<file path="src/scrs_consts.svh">
`ifndef SCRS_CONSTS_SVH
`define SCRS_CONSTS_SVH

// register map
`define SCRS_NUM_SER_REGS     28
`define SCRS_NUM_PAR_REGS     112
`define SCRS_SER_ADDR_W       5
`define SCRS_PAR_ADDR_W       7
`define SCRS_LAST_SER_ADDR    5'h1b
`define SCRS_LAST_PAR_ADDR    7'h6f
`define SCRS_PRIMARY_ADDR     5'h00
`define SCRS_SECONDARY_ADDR   5'h01

// primary control function fields
`define SCRS_BIT_CAL_START    24
`define SCRS_BIT_STREAM_EN    17
`define SCRS_BIT_SINE_SEL     16
`define SCRS_BIT_RATE_RELOAD  15
`define SCRS_BIT_AUTOCLR_RAMP 14
`define SCRS_PRIMARY_RESET    32'h0001_0008
`define SCRS_PRIMARY_WMASK    32'h0103_ffff

// secondary control function field
`define SCRS_BIT_RAMP_ENABLE  19

// streaming datapath
`define SCRS_DATA_W           32
`define SCRS_ROUTE_W          4
`define SCRS_FIFO_DEPTH       16
`define SCRS_PHASE_W          16
`define SCRS_SCALE_W          12

`endif

</file>
<file path="src/scrs_pkg.sv">
package scrs_pkg;

    // parameter chosen by the route pins for a parallel word
    typedef enum logic [3:0] {
        SCRS_ROUTE_FREQ,
        SCRS_ROUTE_PHASE,
        SCRS_ROUTE_SCALE,
        SCRS_ROUTE_PHASE_SCALE
    } scrs_route_t;

    typedef logic [31:0] scrs_word_t;

endpackage : scrs_pkg

</file>
<file path="src/scrs_fifo_if.sv">
`timescale 1ns/1ps

interface scrs_fifo_if #(
    parameter int WIDTH = 36
);
    logic             push_valid;
    logic             push_ready;
    logic [WIDTH-1:0] push_data;
    logic             pop_valid;
    logic             pop_ready;
    logic [WIDTH-1:0] pop_data;

    modport store (
        input  push_valid,
        output push_ready,
        input  push_data,
        output pop_valid,
        input  pop_ready,
        output pop_data
    );

    modport user (
        output push_valid,
        input  push_ready,
        output push_data,
        input  pop_valid,
        output pop_ready,
        input  pop_data
    );
endinterface : scrs_fifo_if

</file>
<file path="src/scrs_top.sv">
`timescale 1ns/1ps
`include "scrs_consts.svh"

// What this block does
// - serial addresses 0x00 to 0x1B, 28 registers
// - same contents as 112 parallel byte registers
// - writes staged until update strobe or profile change
// - primary control register at serial address zero
// - bit 24 rising starts oscillator calibration
// - bit 17 low: parallel words only on strobe
// - bit 17 high: sample words every clock, routed
// - bit 16 selects sine, cosine when zero
// - bit 15 with ramp enable reloads ramp rate
// - bit 14 low: no ramp autoclear
// - bit 14 high: one-cycle ramp clear on transfer
// - master reset restores all register defaults
module scrs_top #(
    parameter int FIFO_DEPTH = `SCRS_FIFO_DEPTH
) (
    input  wire logic                          CLK_IN,
    input  wire logic                          ARST_N_IN,
    input  wire logic                          MASTER_RESET_IN,
    input  wire logic                          SER_WR_IN,
    input  wire logic                          SER_RD_IN,
    input  wire logic [`SCRS_SER_ADDR_W-1:0]   SER_ADDR_IN,
    input  wire logic [31:0]                   SER_WDATA_IN,
    output logic      [31:0]                   SER_RDATA_OUT,
    input  wire logic                          PAR_WR_IN,
    input  wire logic                          PAR_RD_IN,
    input  wire logic [`SCRS_PAR_ADDR_W-1:0]   PAR_ADDR_IN,
    input  wire logic [7:0]                    PAR_WDATA_IN,
    output logic      [7:0]                    PAR_RDATA_OUT,
    input  wire logic                          IO_UPDATE_IN,
    input  wire logic [2:0]                    PROFILE_SELECT_PINS_IN,
    input  wire logic [`SCRS_ROUTE_W-1:0]      PARAMETER_ROUTE_PINS_IN,
    input  wire logic [`SCRS_DATA_W-1:0]       STREAM_DATA_IN,
    output logic                               STREAM_READY_OUT,
    input  wire logic                          CORE_READY_IN,
    output logic                               OSCILLATOR_CALIBRATE_START_OUT,
    output logic                               STREAMING_ACTIVE_OUT,
    output logic                               SINE_SELECT_OUT,
    output logic                               RAMP_RATE_RELOAD_ON_STROBE_OUT,
    output logic                               RAMP_ACC_CLEAR_OUT,
    output logic      [31:0]                   FREQUENCY_TUNING_WORD_OUT,
    output logic      [`SCRS_PHASE_W-1:0]      PHASE_OFFSET_WORD_OUT,
    output logic      [`SCRS_SCALE_W-1:0]      OUTPUT_SCALE_WORD_OUT
);
    localparam int NREG = `SCRS_NUM_SER_REGS;
    localparam int FW   = `SCRS_ROUTE_W + `SCRS_DATA_W;

    // staged copies as seen by the host, and the active primary register
    scrs_pkg::scrs_word_t staged [NREG];
    scrs_pkg::scrs_word_t active_primary;

    logic [2:0]  profile_prev;
    logic        profile_change;
    logic        transfer;
    logic        cal_prev;
    logic        stream_en;
    logic        par_push;
    logic [FW-1:0] par_word;

    scrs_fifo_if #(.WIDTH(FW)) fifo_port ();

    // reset value of each staged register
    function automatic scrs_pkg::scrs_word_t reg_default(input int idx);
        reg_default = (idx == int'(`SCRS_PRIMARY_ADDR)) ? `SCRS_PRIMARY_RESET : 32'h0000_0000;
    endfunction : reg_default

    // open bits of the primary register never store a one
    function automatic scrs_pkg::scrs_word_t write_mask(input int idx,
                                                        input scrs_pkg::scrs_word_t w);
        if (idx == int'(`SCRS_PRIMARY_ADDR)) begin
            write_mask = w & `SCRS_PRIMARY_WMASK;
        end else begin
            write_mask = w;
        end
    endfunction : write_mask

    // byte lane of a staged word picked by a parallel address
    function automatic logic [7:0] byte_of(input scrs_pkg::scrs_word_t w,
                                           input logic [1:0] lane);
        byte_of = w[lane*8 +: 8];
    endfunction : byte_of

    // --------------------------------------------------------------
    // strobe and profile change detection
    // --------------------------------------------------------------
    assign profile_change = (PROFILE_SELECT_PINS_IN != profile_prev);
    assign transfer       = IO_UPDATE_IN || profile_change;

    always_ff @(posedge CLK_IN or negedge ARST_N_IN) begin
        if (!ARST_N_IN) begin
            profile_prev <= 3'h0;
        end else begin
            profile_prev <= PROFILE_SELECT_PINS_IN;
        end
    end

    // --------------------------------------------------------------
    // staging registers, written from either port
    // --------------------------------------------------------------
    // a serial and a parallel write in one cycle: the serial one wins
    // on a shared register, the trade being a simple single write path
    always_ff @(posedge CLK_IN or negedge ARST_N_IN) begin
        if (!ARST_N_IN) begin
            for (int i = 0; i < NREG; i++) begin
                staged[i] <= reg_default(i);
            end
        end else if (MASTER_RESET_IN) begin
            for (int i = 0; i < NREG; i++) begin
                staged[i] <= reg_default(i);
            end
        end else begin
            if (PAR_WR_IN && PAR_ADDR_IN <= `SCRS_LAST_PAR_ADDR) begin
                staged[PAR_ADDR_IN[6:2]][PAR_ADDR_IN[1:0]*8 +: 8] <= byte_of(
                    write_mask(int'(PAR_ADDR_IN[6:2]), {4{PAR_WDATA_IN}}),
                    PAR_ADDR_IN[1:0]);
            end
            if (SER_WR_IN && SER_ADDR_IN <= `SCRS_LAST_SER_ADDR) begin
                staged[SER_ADDR_IN] <= write_mask(int'(SER_ADDR_IN), SER_WDATA_IN);
            end
        end
    end

    // --------------------------------------------------------------
    // read paths
    // --------------------------------------------------------------
    always_ff @(posedge CLK_IN or negedge ARST_N_IN) begin
        if (!ARST_N_IN) begin
            SER_RDATA_OUT <= 32'h0000_0000;
        end else if (SER_RD_IN) begin
            if (SER_ADDR_IN <= `SCRS_LAST_SER_ADDR) begin
                SER_RDATA_OUT <= staged[SER_ADDR_IN];
            end else begin
                SER_RDATA_OUT <= 32'h0000_0000;
            end
        end
    end

    always_ff @(posedge CLK_IN or negedge ARST_N_IN) begin
        if (!ARST_N_IN) begin
            PAR_RDATA_OUT <= 8'h00;
        end else if (PAR_RD_IN) begin
            if (PAR_ADDR_IN <= `SCRS_LAST_PAR_ADDR) begin
                PAR_RDATA_OUT <= byte_of(staged[PAR_ADDR_IN[6:2]], PAR_ADDR_IN[1:0]);
            end else begin
                PAR_RDATA_OUT <= 8'h00;
            end
        end
    end

    // --------------------------------------------------------------
    // transfer of the primary register into the core
    // --------------------------------------------------------------
    always_ff @(posedge CLK_IN or negedge ARST_N_IN) begin
        if (!ARST_N_IN) begin
            active_primary <= `SCRS_PRIMARY_RESET;
        end else if (MASTER_RESET_IN) begin
            active_primary <= `SCRS_PRIMARY_RESET;
        end else if (transfer) begin
            // all staged bits land on the same edge
            active_primary <= staged[`SCRS_PRIMARY_ADDR];
        end
    end

    assign stream_en = active_primary[`SCRS_BIT_STREAM_EN];

    always_ff @(posedge CLK_IN or negedge ARST_N_IN) begin
        if (!ARST_N_IN) begin
            STREAMING_ACTIVE_OUT <= 1'b0;
            SINE_SELECT_OUT      <= 1'b1;
        end else begin
            STREAMING_ACTIVE_OUT <= stream_en;
            SINE_SELECT_OUT      <= active_primary[`SCRS_BIT_SINE_SEL];
        end
    end

    // calibration fires once per rising edge of the active bit, so the
    // host must return it to zero before another run can start
    always_ff @(posedge CLK_IN or negedge ARST_N_IN) begin
        if (!ARST_N_IN) begin
            cal_prev                       <= 1'b0;
            OSCILLATOR_CALIBRATE_START_OUT <= 1'b0;
        end else begin
            cal_prev                       <= active_primary[`SCRS_BIT_CAL_START];
            OSCILLATOR_CALIBRATE_START_OUT <= active_primary[`SCRS_BIT_CAL_START]
                                              && !cal_prev;
        end
    end

    // ramp controls act with the transfer itself, using the staged bits
    always_ff @(posedge CLK_IN or negedge ARST_N_IN) begin
        if (!ARST_N_IN) begin
            RAMP_RATE_RELOAD_ON_STROBE_OUT <= 1'b0;
            RAMP_ACC_CLEAR_OUT             <= 1'b0;
        end else begin
            RAMP_RATE_RELOAD_ON_STROBE_OUT <= transfer && !MASTER_RESET_IN
                && staged[`SCRS_PRIMARY_ADDR][`SCRS_BIT_RATE_RELOAD]
                && staged[`SCRS_SECONDARY_ADDR][`SCRS_BIT_RAMP_ENABLE];
            RAMP_ACC_CLEAR_OUT <= transfer && !MASTER_RESET_IN
                && staged[`SCRS_PRIMARY_ADDR][`SCRS_BIT_AUTOCLR_RAMP];
        end
    end

    // --------------------------------------------------------------
    // parallel data words into the buffer
    // --------------------------------------------------------------
    // streaming samples on every edge the buffer can take a word;
    // otherwise a word is taken only with the update strobe
    assign par_push = stream_en ? 1'b1 : IO_UPDATE_IN;
    assign par_word = {PARAMETER_ROUTE_PINS_IN, STREAM_DATA_IN};

    assign fifo_port.push_valid = par_push && !MASTER_RESET_IN;
    assign fifo_port.push_data  = par_word;
    assign fifo_port.pop_ready  = CORE_READY_IN;

    scrs_fifo #(
        .WIDTH (FW),
        .DEPTH (FIFO_DEPTH)
    ) u_fifo (
        .clk_in    (CLK_IN),
        .arst_n_in (ARST_N_IN),
        .flush_in  (MASTER_RESET_IN),
        .port      (fifo_port.store)
    );

    always_ff @(posedge CLK_IN or negedge ARST_N_IN) begin
        if (!ARST_N_IN) begin
            STREAM_READY_OUT <= 1'b0;
        end else begin
            // one cycle behind the buffer; a word offered while the buffer is full is lost
            STREAM_READY_OUT <= fifo_port.push_ready;
        end
    end

    // --------------------------------------------------------------
    // drain: route each word to its parameter
    // --------------------------------------------------------------
    always_ff @(posedge CLK_IN or negedge ARST_N_IN) begin
        if (!ARST_N_IN) begin
            FREQUENCY_TUNING_WORD_OUT <= 32'h0000_0000;
            PHASE_OFFSET_WORD_OUT     <= 16'h0000;
            OUTPUT_SCALE_WORD_OUT     <= 12'h000;
        end else if (MASTER_RESET_IN) begin
            FREQUENCY_TUNING_WORD_OUT <= 32'h0000_0000;
            PHASE_OFFSET_WORD_OUT     <= 16'h0000;
            OUTPUT_SCALE_WORD_OUT     <= 12'h000;
        end else if (fifo_port.pop_valid && fifo_port.pop_ready) begin
            unique case (scrs_pkg::scrs_route_t'(fifo_port.pop_data[FW-1 -: 4]))
                scrs_pkg::SCRS_ROUTE_FREQ: begin
                    FREQUENCY_TUNING_WORD_OUT <= fifo_port.pop_data[31:0];
                end
                scrs_pkg::SCRS_ROUTE_PHASE: begin
                    PHASE_OFFSET_WORD_OUT <= fifo_port.pop_data[15:0];
                end
                scrs_pkg::SCRS_ROUTE_SCALE: begin
                    OUTPUT_SCALE_WORD_OUT <= fifo_port.pop_data[11:0];
                end
                scrs_pkg::SCRS_ROUTE_PHASE_SCALE: begin
                    PHASE_OFFSET_WORD_OUT <= fifo_port.pop_data[31:16];
                    OUTPUT_SCALE_WORD_OUT <= fifo_port.pop_data[11:0];
                end
                default: begin
                    // unused route codes drop the word
                end
            endcase
        end
    end
endmodule : scrs_top

</file>
<file path="src/scrs_fifo.sv">
`timescale 1ns/1ps

module scrs_fifo #(
    parameter int WIDTH = 36,
    parameter int DEPTH = 16
) (
    input  wire logic   clk_in,
    input  wire logic   arst_n_in,
    input  wire logic   flush_in,
    scrs_fifo_if.store  port
);
    localparam int PW = $clog2(DEPTH);
    localparam int CW = $clog2(DEPTH + 1);

    logic [WIDTH-1:0] mem [DEPTH];
    logic [PW-1:0]    wr_ptr;
    logic [PW-1:0]    rd_ptr;
    logic [CW-1:0]    count;
    logic             full;
    logic             do_push;
    logic             do_pop;

    assign do_push         = port.push_valid && !full;
    assign do_pop          = port.pop_valid && port.pop_ready;
    assign port.push_ready = !full;
    assign port.pop_valid  = (count != '0);
    assign port.pop_data   = mem[rd_ptr];

    function automatic logic [PW-1:0] bump(input logic [PW-1:0] p);
        bump = (p == PW'(DEPTH - 1)) ? '0 : p + 1'b1;
    endfunction : bump

    always_ff @(posedge clk_in) begin
        if (do_push) begin
            mem[wr_ptr] <= port.push_data;
        end
    end

    always_ff @(posedge clk_in or negedge arst_n_in) begin
        if (!arst_n_in) begin
            wr_ptr <= '0;
            rd_ptr <= '0;
            count  <= '0;
            full   <= 1'b0;
        end else if (flush_in) begin
            wr_ptr <= '0;
            rd_ptr <= '0;
            count  <= '0;
            full   <= 1'b0;
        end else begin
            if (do_push) begin
                wr_ptr <= bump(wr_ptr);
            end
            if (do_pop) begin
                rd_ptr <= bump(rd_ptr);
            end
            // full is a flop so the source sees a registered ready
            if (do_push && !do_pop) begin
                count <= count + 1'b1;
                full  <= (count == CW'(DEPTH - 1));
            end else if (do_pop && !do_push) begin
                count <= count - 1'b1;
                full  <= 1'b0;
            end
        end
    end
endmodule : scrs_fifo

</file>
<file path="config.mk">
export PLATFORM = sky130hd
export DESIGN_NAME = scrs_top
export DESIGN_NICKNAME = d
export VERILOG_FILES = /design/src/scrs_pkg.sv /design/src/scrs_fifo_if.sv /design/src/scrs_top.sv /design/src/scrs_fifo.sv
export VERILOG_INCLUDE_DIRS = /design/src
export SDC_FILE = /design/constraint.sdc
export NUM_CORES = 2
export LEC_CHECK = 0
export BUFFER_PORTS_ARGS = -buffer_cell sky130_fd_sc_hd__buf_4
export CAP_MARGIN = 20
export CORE_UTILIZATION = 45
export CTS_BUF_LIST = sky130_fd_sc_hd__clkbuf_16
export DETAILED_ROUTE_END_ITERATION = 7
export HOLD_SLACK_MARGIN = 0.12
export SLEW_MARGIN = 20
export SYNTH_ARGS = -nofsm -noshare
export SYNTH_HDL_FRONTEND = slang
export SYNTH_SLANG_ARGS = --single-unit
</file>
<file path="constraint.sdc">
create_clock -name CLK_IN -period 3.5 [get_ports CLK_IN]
set_input_delay 0.7 -clock CLK_IN [delete_from_list [all_inputs] [get_ports CLK_IN]]
set_output_delay 0.7 -clock CLK_IN [all_outputs]
set_load 0.05 [all_outputs]
</file>
==> results.tsv <==
stage	metric	value	unit
outcome	status	completed	
detailed_routing	vias	70900	
placed_design	placed_area	95800	um^2
clocking	post_cts_buffers	0	
sta	slew_headroom	21.1	%
synthesis	ys.warnings.count	0	
critical_path	worstReg2RegStart	u_fifo.rd_ptr[0]$_DFFE_PN0P_	
power	p_per_area	444	nW/um^2
synthesis	synth_seq_cells	1599	
critical_path	cp-end-kind	flop	
sta	skew	0.0646	ns
hold_path	min_path_cells	1	
synthesis	ys_top_cells_by_area	dfrtp_1 (29%), edfxtp_1 (19%), mux4_2 (13%), mux2i_1 (11%), a211oi_1 (7.5%)	
synthesis	syn_area	88800	um^2
placed_design	dpl.hpwl	229	mm
critical_path	r2r_slack	0.44	ns
power	power.internal	32.0	mW
power	max-vdd-ir-drop	0.515	mV
global_route	grt_pass1_wl	513	mm
placed_design	dpl.cell_count	9919	
critical_path	crit_arrival	3.84	ns
floorplanning	die_w	446	um
synthesis	synth_top_area_share	28.7	%
floorplanning	dieHeight	446	um
synthesis	syn_avg_cell_area	12.0	um^2
detailed_routing	drc_errors	0	
cells_and_area	final_area	102000	um^2
synthesis	synth_most_common_cell	dfrtp_1	
global_route	grt_start_max_net_pins	188	
flow_run	maxCapViolCount	0	
cells_and_area	area_growth	14.9	%
clocking	cts.htree.levels	4	
floorplanning	ios	206	
synthesis	ys_async_sr_fraction	64.0	%
synthesis	yosysUniqueCellTypes	92	
sta	fin_crit_sh	87.3	%
global_route	overflow	0	
sta	drv_slew	0	
power	comb_power_share	14.8	%
clocking	clk_latency	0.89	ns
synthesis	syn_nets	7486	
synthesis	synthFlopType	dfrtp_1	
sta	final.min_clock_period	3.06	ns
critical_path	critPathKind	flop to flop	
critical_path	crit_fanout	39	
power	swShare	29.4	%
critical_path	required	4.29	ns
detailed_routing	dr.pass1.iters	8	
cells_and_area	final_util	52.2	%
detailed_routing	via_per_inst	6.88	
power	p_leak	40.6	nW
synthesis	yosysSeqAreaShare	48.3	%
power	power_frac_seq	44.1	%
clocking	cts_buffers	179	
sta	setup_viol	0	
cells_and_area	nNetsFinal	7629	
detailed_routing	initialDrtViolationCount	9664	
global_route	first_global_vias	68600	
floorplanning	die_area	199000	um^2
clocking	clockRootBuffer	clkbuf_16	
sta	rsz0062_at_grt	false	
cells_and_area	drive_above_1_share	22.6	%
sta	worstMarginPinSlew	1.18	ns
global_route	antenna_found_initial	31	
hold_path	hold_start	PARAMETER_ROUTE_PINS_IN[2]	
floorplanning	core	195000	um^2
placed_design	routabilityCongestion	1.04	
power	clockPowerShare	41.0	%
sta	hold_viol	0	
detailed_routing	drt-total-wl	360	mm
sta	fmax	327	MHz
detailed_routing	ant_nets	0	
critical_path	r2r_cells	7	
clocking	clk_pin_slew_worst_paths	0.06	ns
cells_and_area	final_cells	10300	
power	p_sw	13.3	mW
detailed_routing	wl_per_cell	34.9	um
critical_path	worstSetupStartpointType	flop	
critical_path	r2r_end	FREQUENCY_TUNING_WORD_OUT[10]$_DFFE_PN0P_	
global_route	grt_usage	35.8	%
hold_path	min_to	u_fifo.mem[6][34]$_DFFE_PP_	
clocking	cts_tree	done	
synthesis	yosys-top-cells-count	dfrtp_1 (1,019), mux2i_1 (951), a211oi_1 (890)	
clocking	clock_path_buffers	3	
cells_and_area	fillers	16700	
synthesis	synthCells	7372	
placed_design	portBuffers	205	
synthesis	yosys.area.top_type	dfrtp_1	
hold_path	worstHoldPathType	input port to flop	
synthesis	synth-edff-count	576	
floorplanning	initial_core_util	45.4	%
clocking	cts.sinks	1599	
floorplanning	rows	162	
how the worst max path moves through the flow:
stage | start | end | slack [ns] | cells past startpoint
detailed placement | PAR_ADDR_IN[2] | PAR_RDATA_OUT[5]$_DFFE_PN0P_ | -0.16 | 9
global route | u_fifo.rd_ptr[0]$_DFFE_PN0P_ | FREQUENCY_TUNING_WORD_OUT[27]$_DFFE_PN0P_ | 0.31 | 7
global placement | PAR_ADDR_IN[2] | PAR_RDATA_OUT[5]$_DFFE_PN0P_ | -0.48 | 9
finish | u_fifo.rd_ptr[0]$_DFFE_PN0P_ | FREQUENCY_TUNING_WORD_OUT[10]$_DFFE_PN0P_ | 0.44 | 7
CTS | u_fifo.rd_ptr[0]$_DFFE_PN0P_ | FREQUENCY_TUNING_WORD_OUT[10]$_DFFE_PN0P_ | 0.52 | 7
floorplan | PAR_ADDR_IN[0] | staged[100]$_DFF_PN0_ | 0.29 | 10
cells in the final DEF, fill, tap and decap left out, types with 50 or more instances in the layout:
master	instances
a211oi_1	890
a21oi_1	462
a221oi_1	72
a22oi_1	83
buf_12	104
buf_4	644
clkbuf_16	183
clkinv_1	50
dfrtp_1	1015
edfxtp_1	576
inv_1	81
mux2i_1	951
mux4_2	493
nand2_1	106
nor2_1	831
nor3_1	316
nor4_1	51
o21ai_0	92
layer usage:
metal | track usage [%] | up-vias | routed length (um)
li1 | - | 29100 | -
met1 | 45.4 | 36200 | 133000
met2 | 53.6 | 4482 | 161000
met3 | 9.08 | 1160 | 36600
met4 | 25.0 | 12 | 28700
met5 | 0 | - | 66
timing repair:
| item | CTS | global route |
|---|---|---|
| hold buffers | 39 | 0 |
| resized for setup | 0 | 0 |
| hold endpoints to repair | 727 | 0 |
flip-flops by register name, indices dropped and copies added (netlist names), 5 cells and up:
register	cells
FREQUENCY_TUNING_WORD_OUT	32
OUTPUT_SCALE_WORD_OUT	12
PAR_RDATA_OUT	8
PHASE_OFFSET_WORD_OUT	16
SER_RDATA_OUT	32
staged	896
u_fifo.count	5
u_fifo.mem	576
cell type report:
class	count	area [um^2]	area share (%)
Sequential cell	1599	42900	42.1
Multi-Input combinational cell	4902	42500	41.6
Timing Repair Buffer	794	7410	7.26
Clock buffer	183	4580	4.49
Tap cell	2624	3280	3.22
Clock inverter	150	1160	1.13
Inverter	39	149	0.146
Antenna cell	23	57.6	0.0564
power by group through the flow:
stage	clock network [mW]	registers [mW]	logic, mW
2_1_floorplan	0	20.4	3.75
3_3_place_gp	0	20.3	6.55
3_5_place_dp	0	20.3	6.60
4_1_cts	18.7	20.0	6.66
5_1_grt	19.5	20.0	7.00
6_report	18.6	20.0	6.71
kinds of logic (layout without fill, tap and decap cells):
logic type               Yosys count  in the layout  share of synthesized area [%]
AO/OA/AOI/OAI                   1897           1897                           15.9
XOR/XNOR                           8              8                         0.0789
adder cells (fa/ha/maj)           14             14                          0.206
buffers and inverters            871           1166                           4.23
flip-flops                      1599           1599                           48.3
multiplexers                    1453           1453                           23.3
other                              0             23                              0
AND/OR/NAND/NOR                 1530           1530                           7.93
critical path, cell delays in order, from the launching register on:
cell	delay [ns]
dfrtp_4	0.63
o311ai_0	0.57
o32ai_1	0.16
nor4_1	0.50
a32o_2	0.42
buf_12	0.26
a31oi_1	0.12
nor3_1	0.24
metrics by stage:
| step | power (mW) | setup WS [ns] | hold slack [ns] | setup TNS, ns |
|---|---|---|---|---|
| global route | 46.5 | 0.311 | 0.151 | 0 |
| global placement | 26.9 | -0.480 | 0.371 | -0.529 |
| floorplan | 24.2 | 0.294 | 0.354 | 0 |
| finish | 45.3 | 0.443 | 0.170 | 0 |
| CTS | 45.4 | 0.523 | 0.122 | 0 |
| detailed placement | 26.9 | -0.161 | 0.369 | -0.182 |
(Power assumes the default switching activity.)
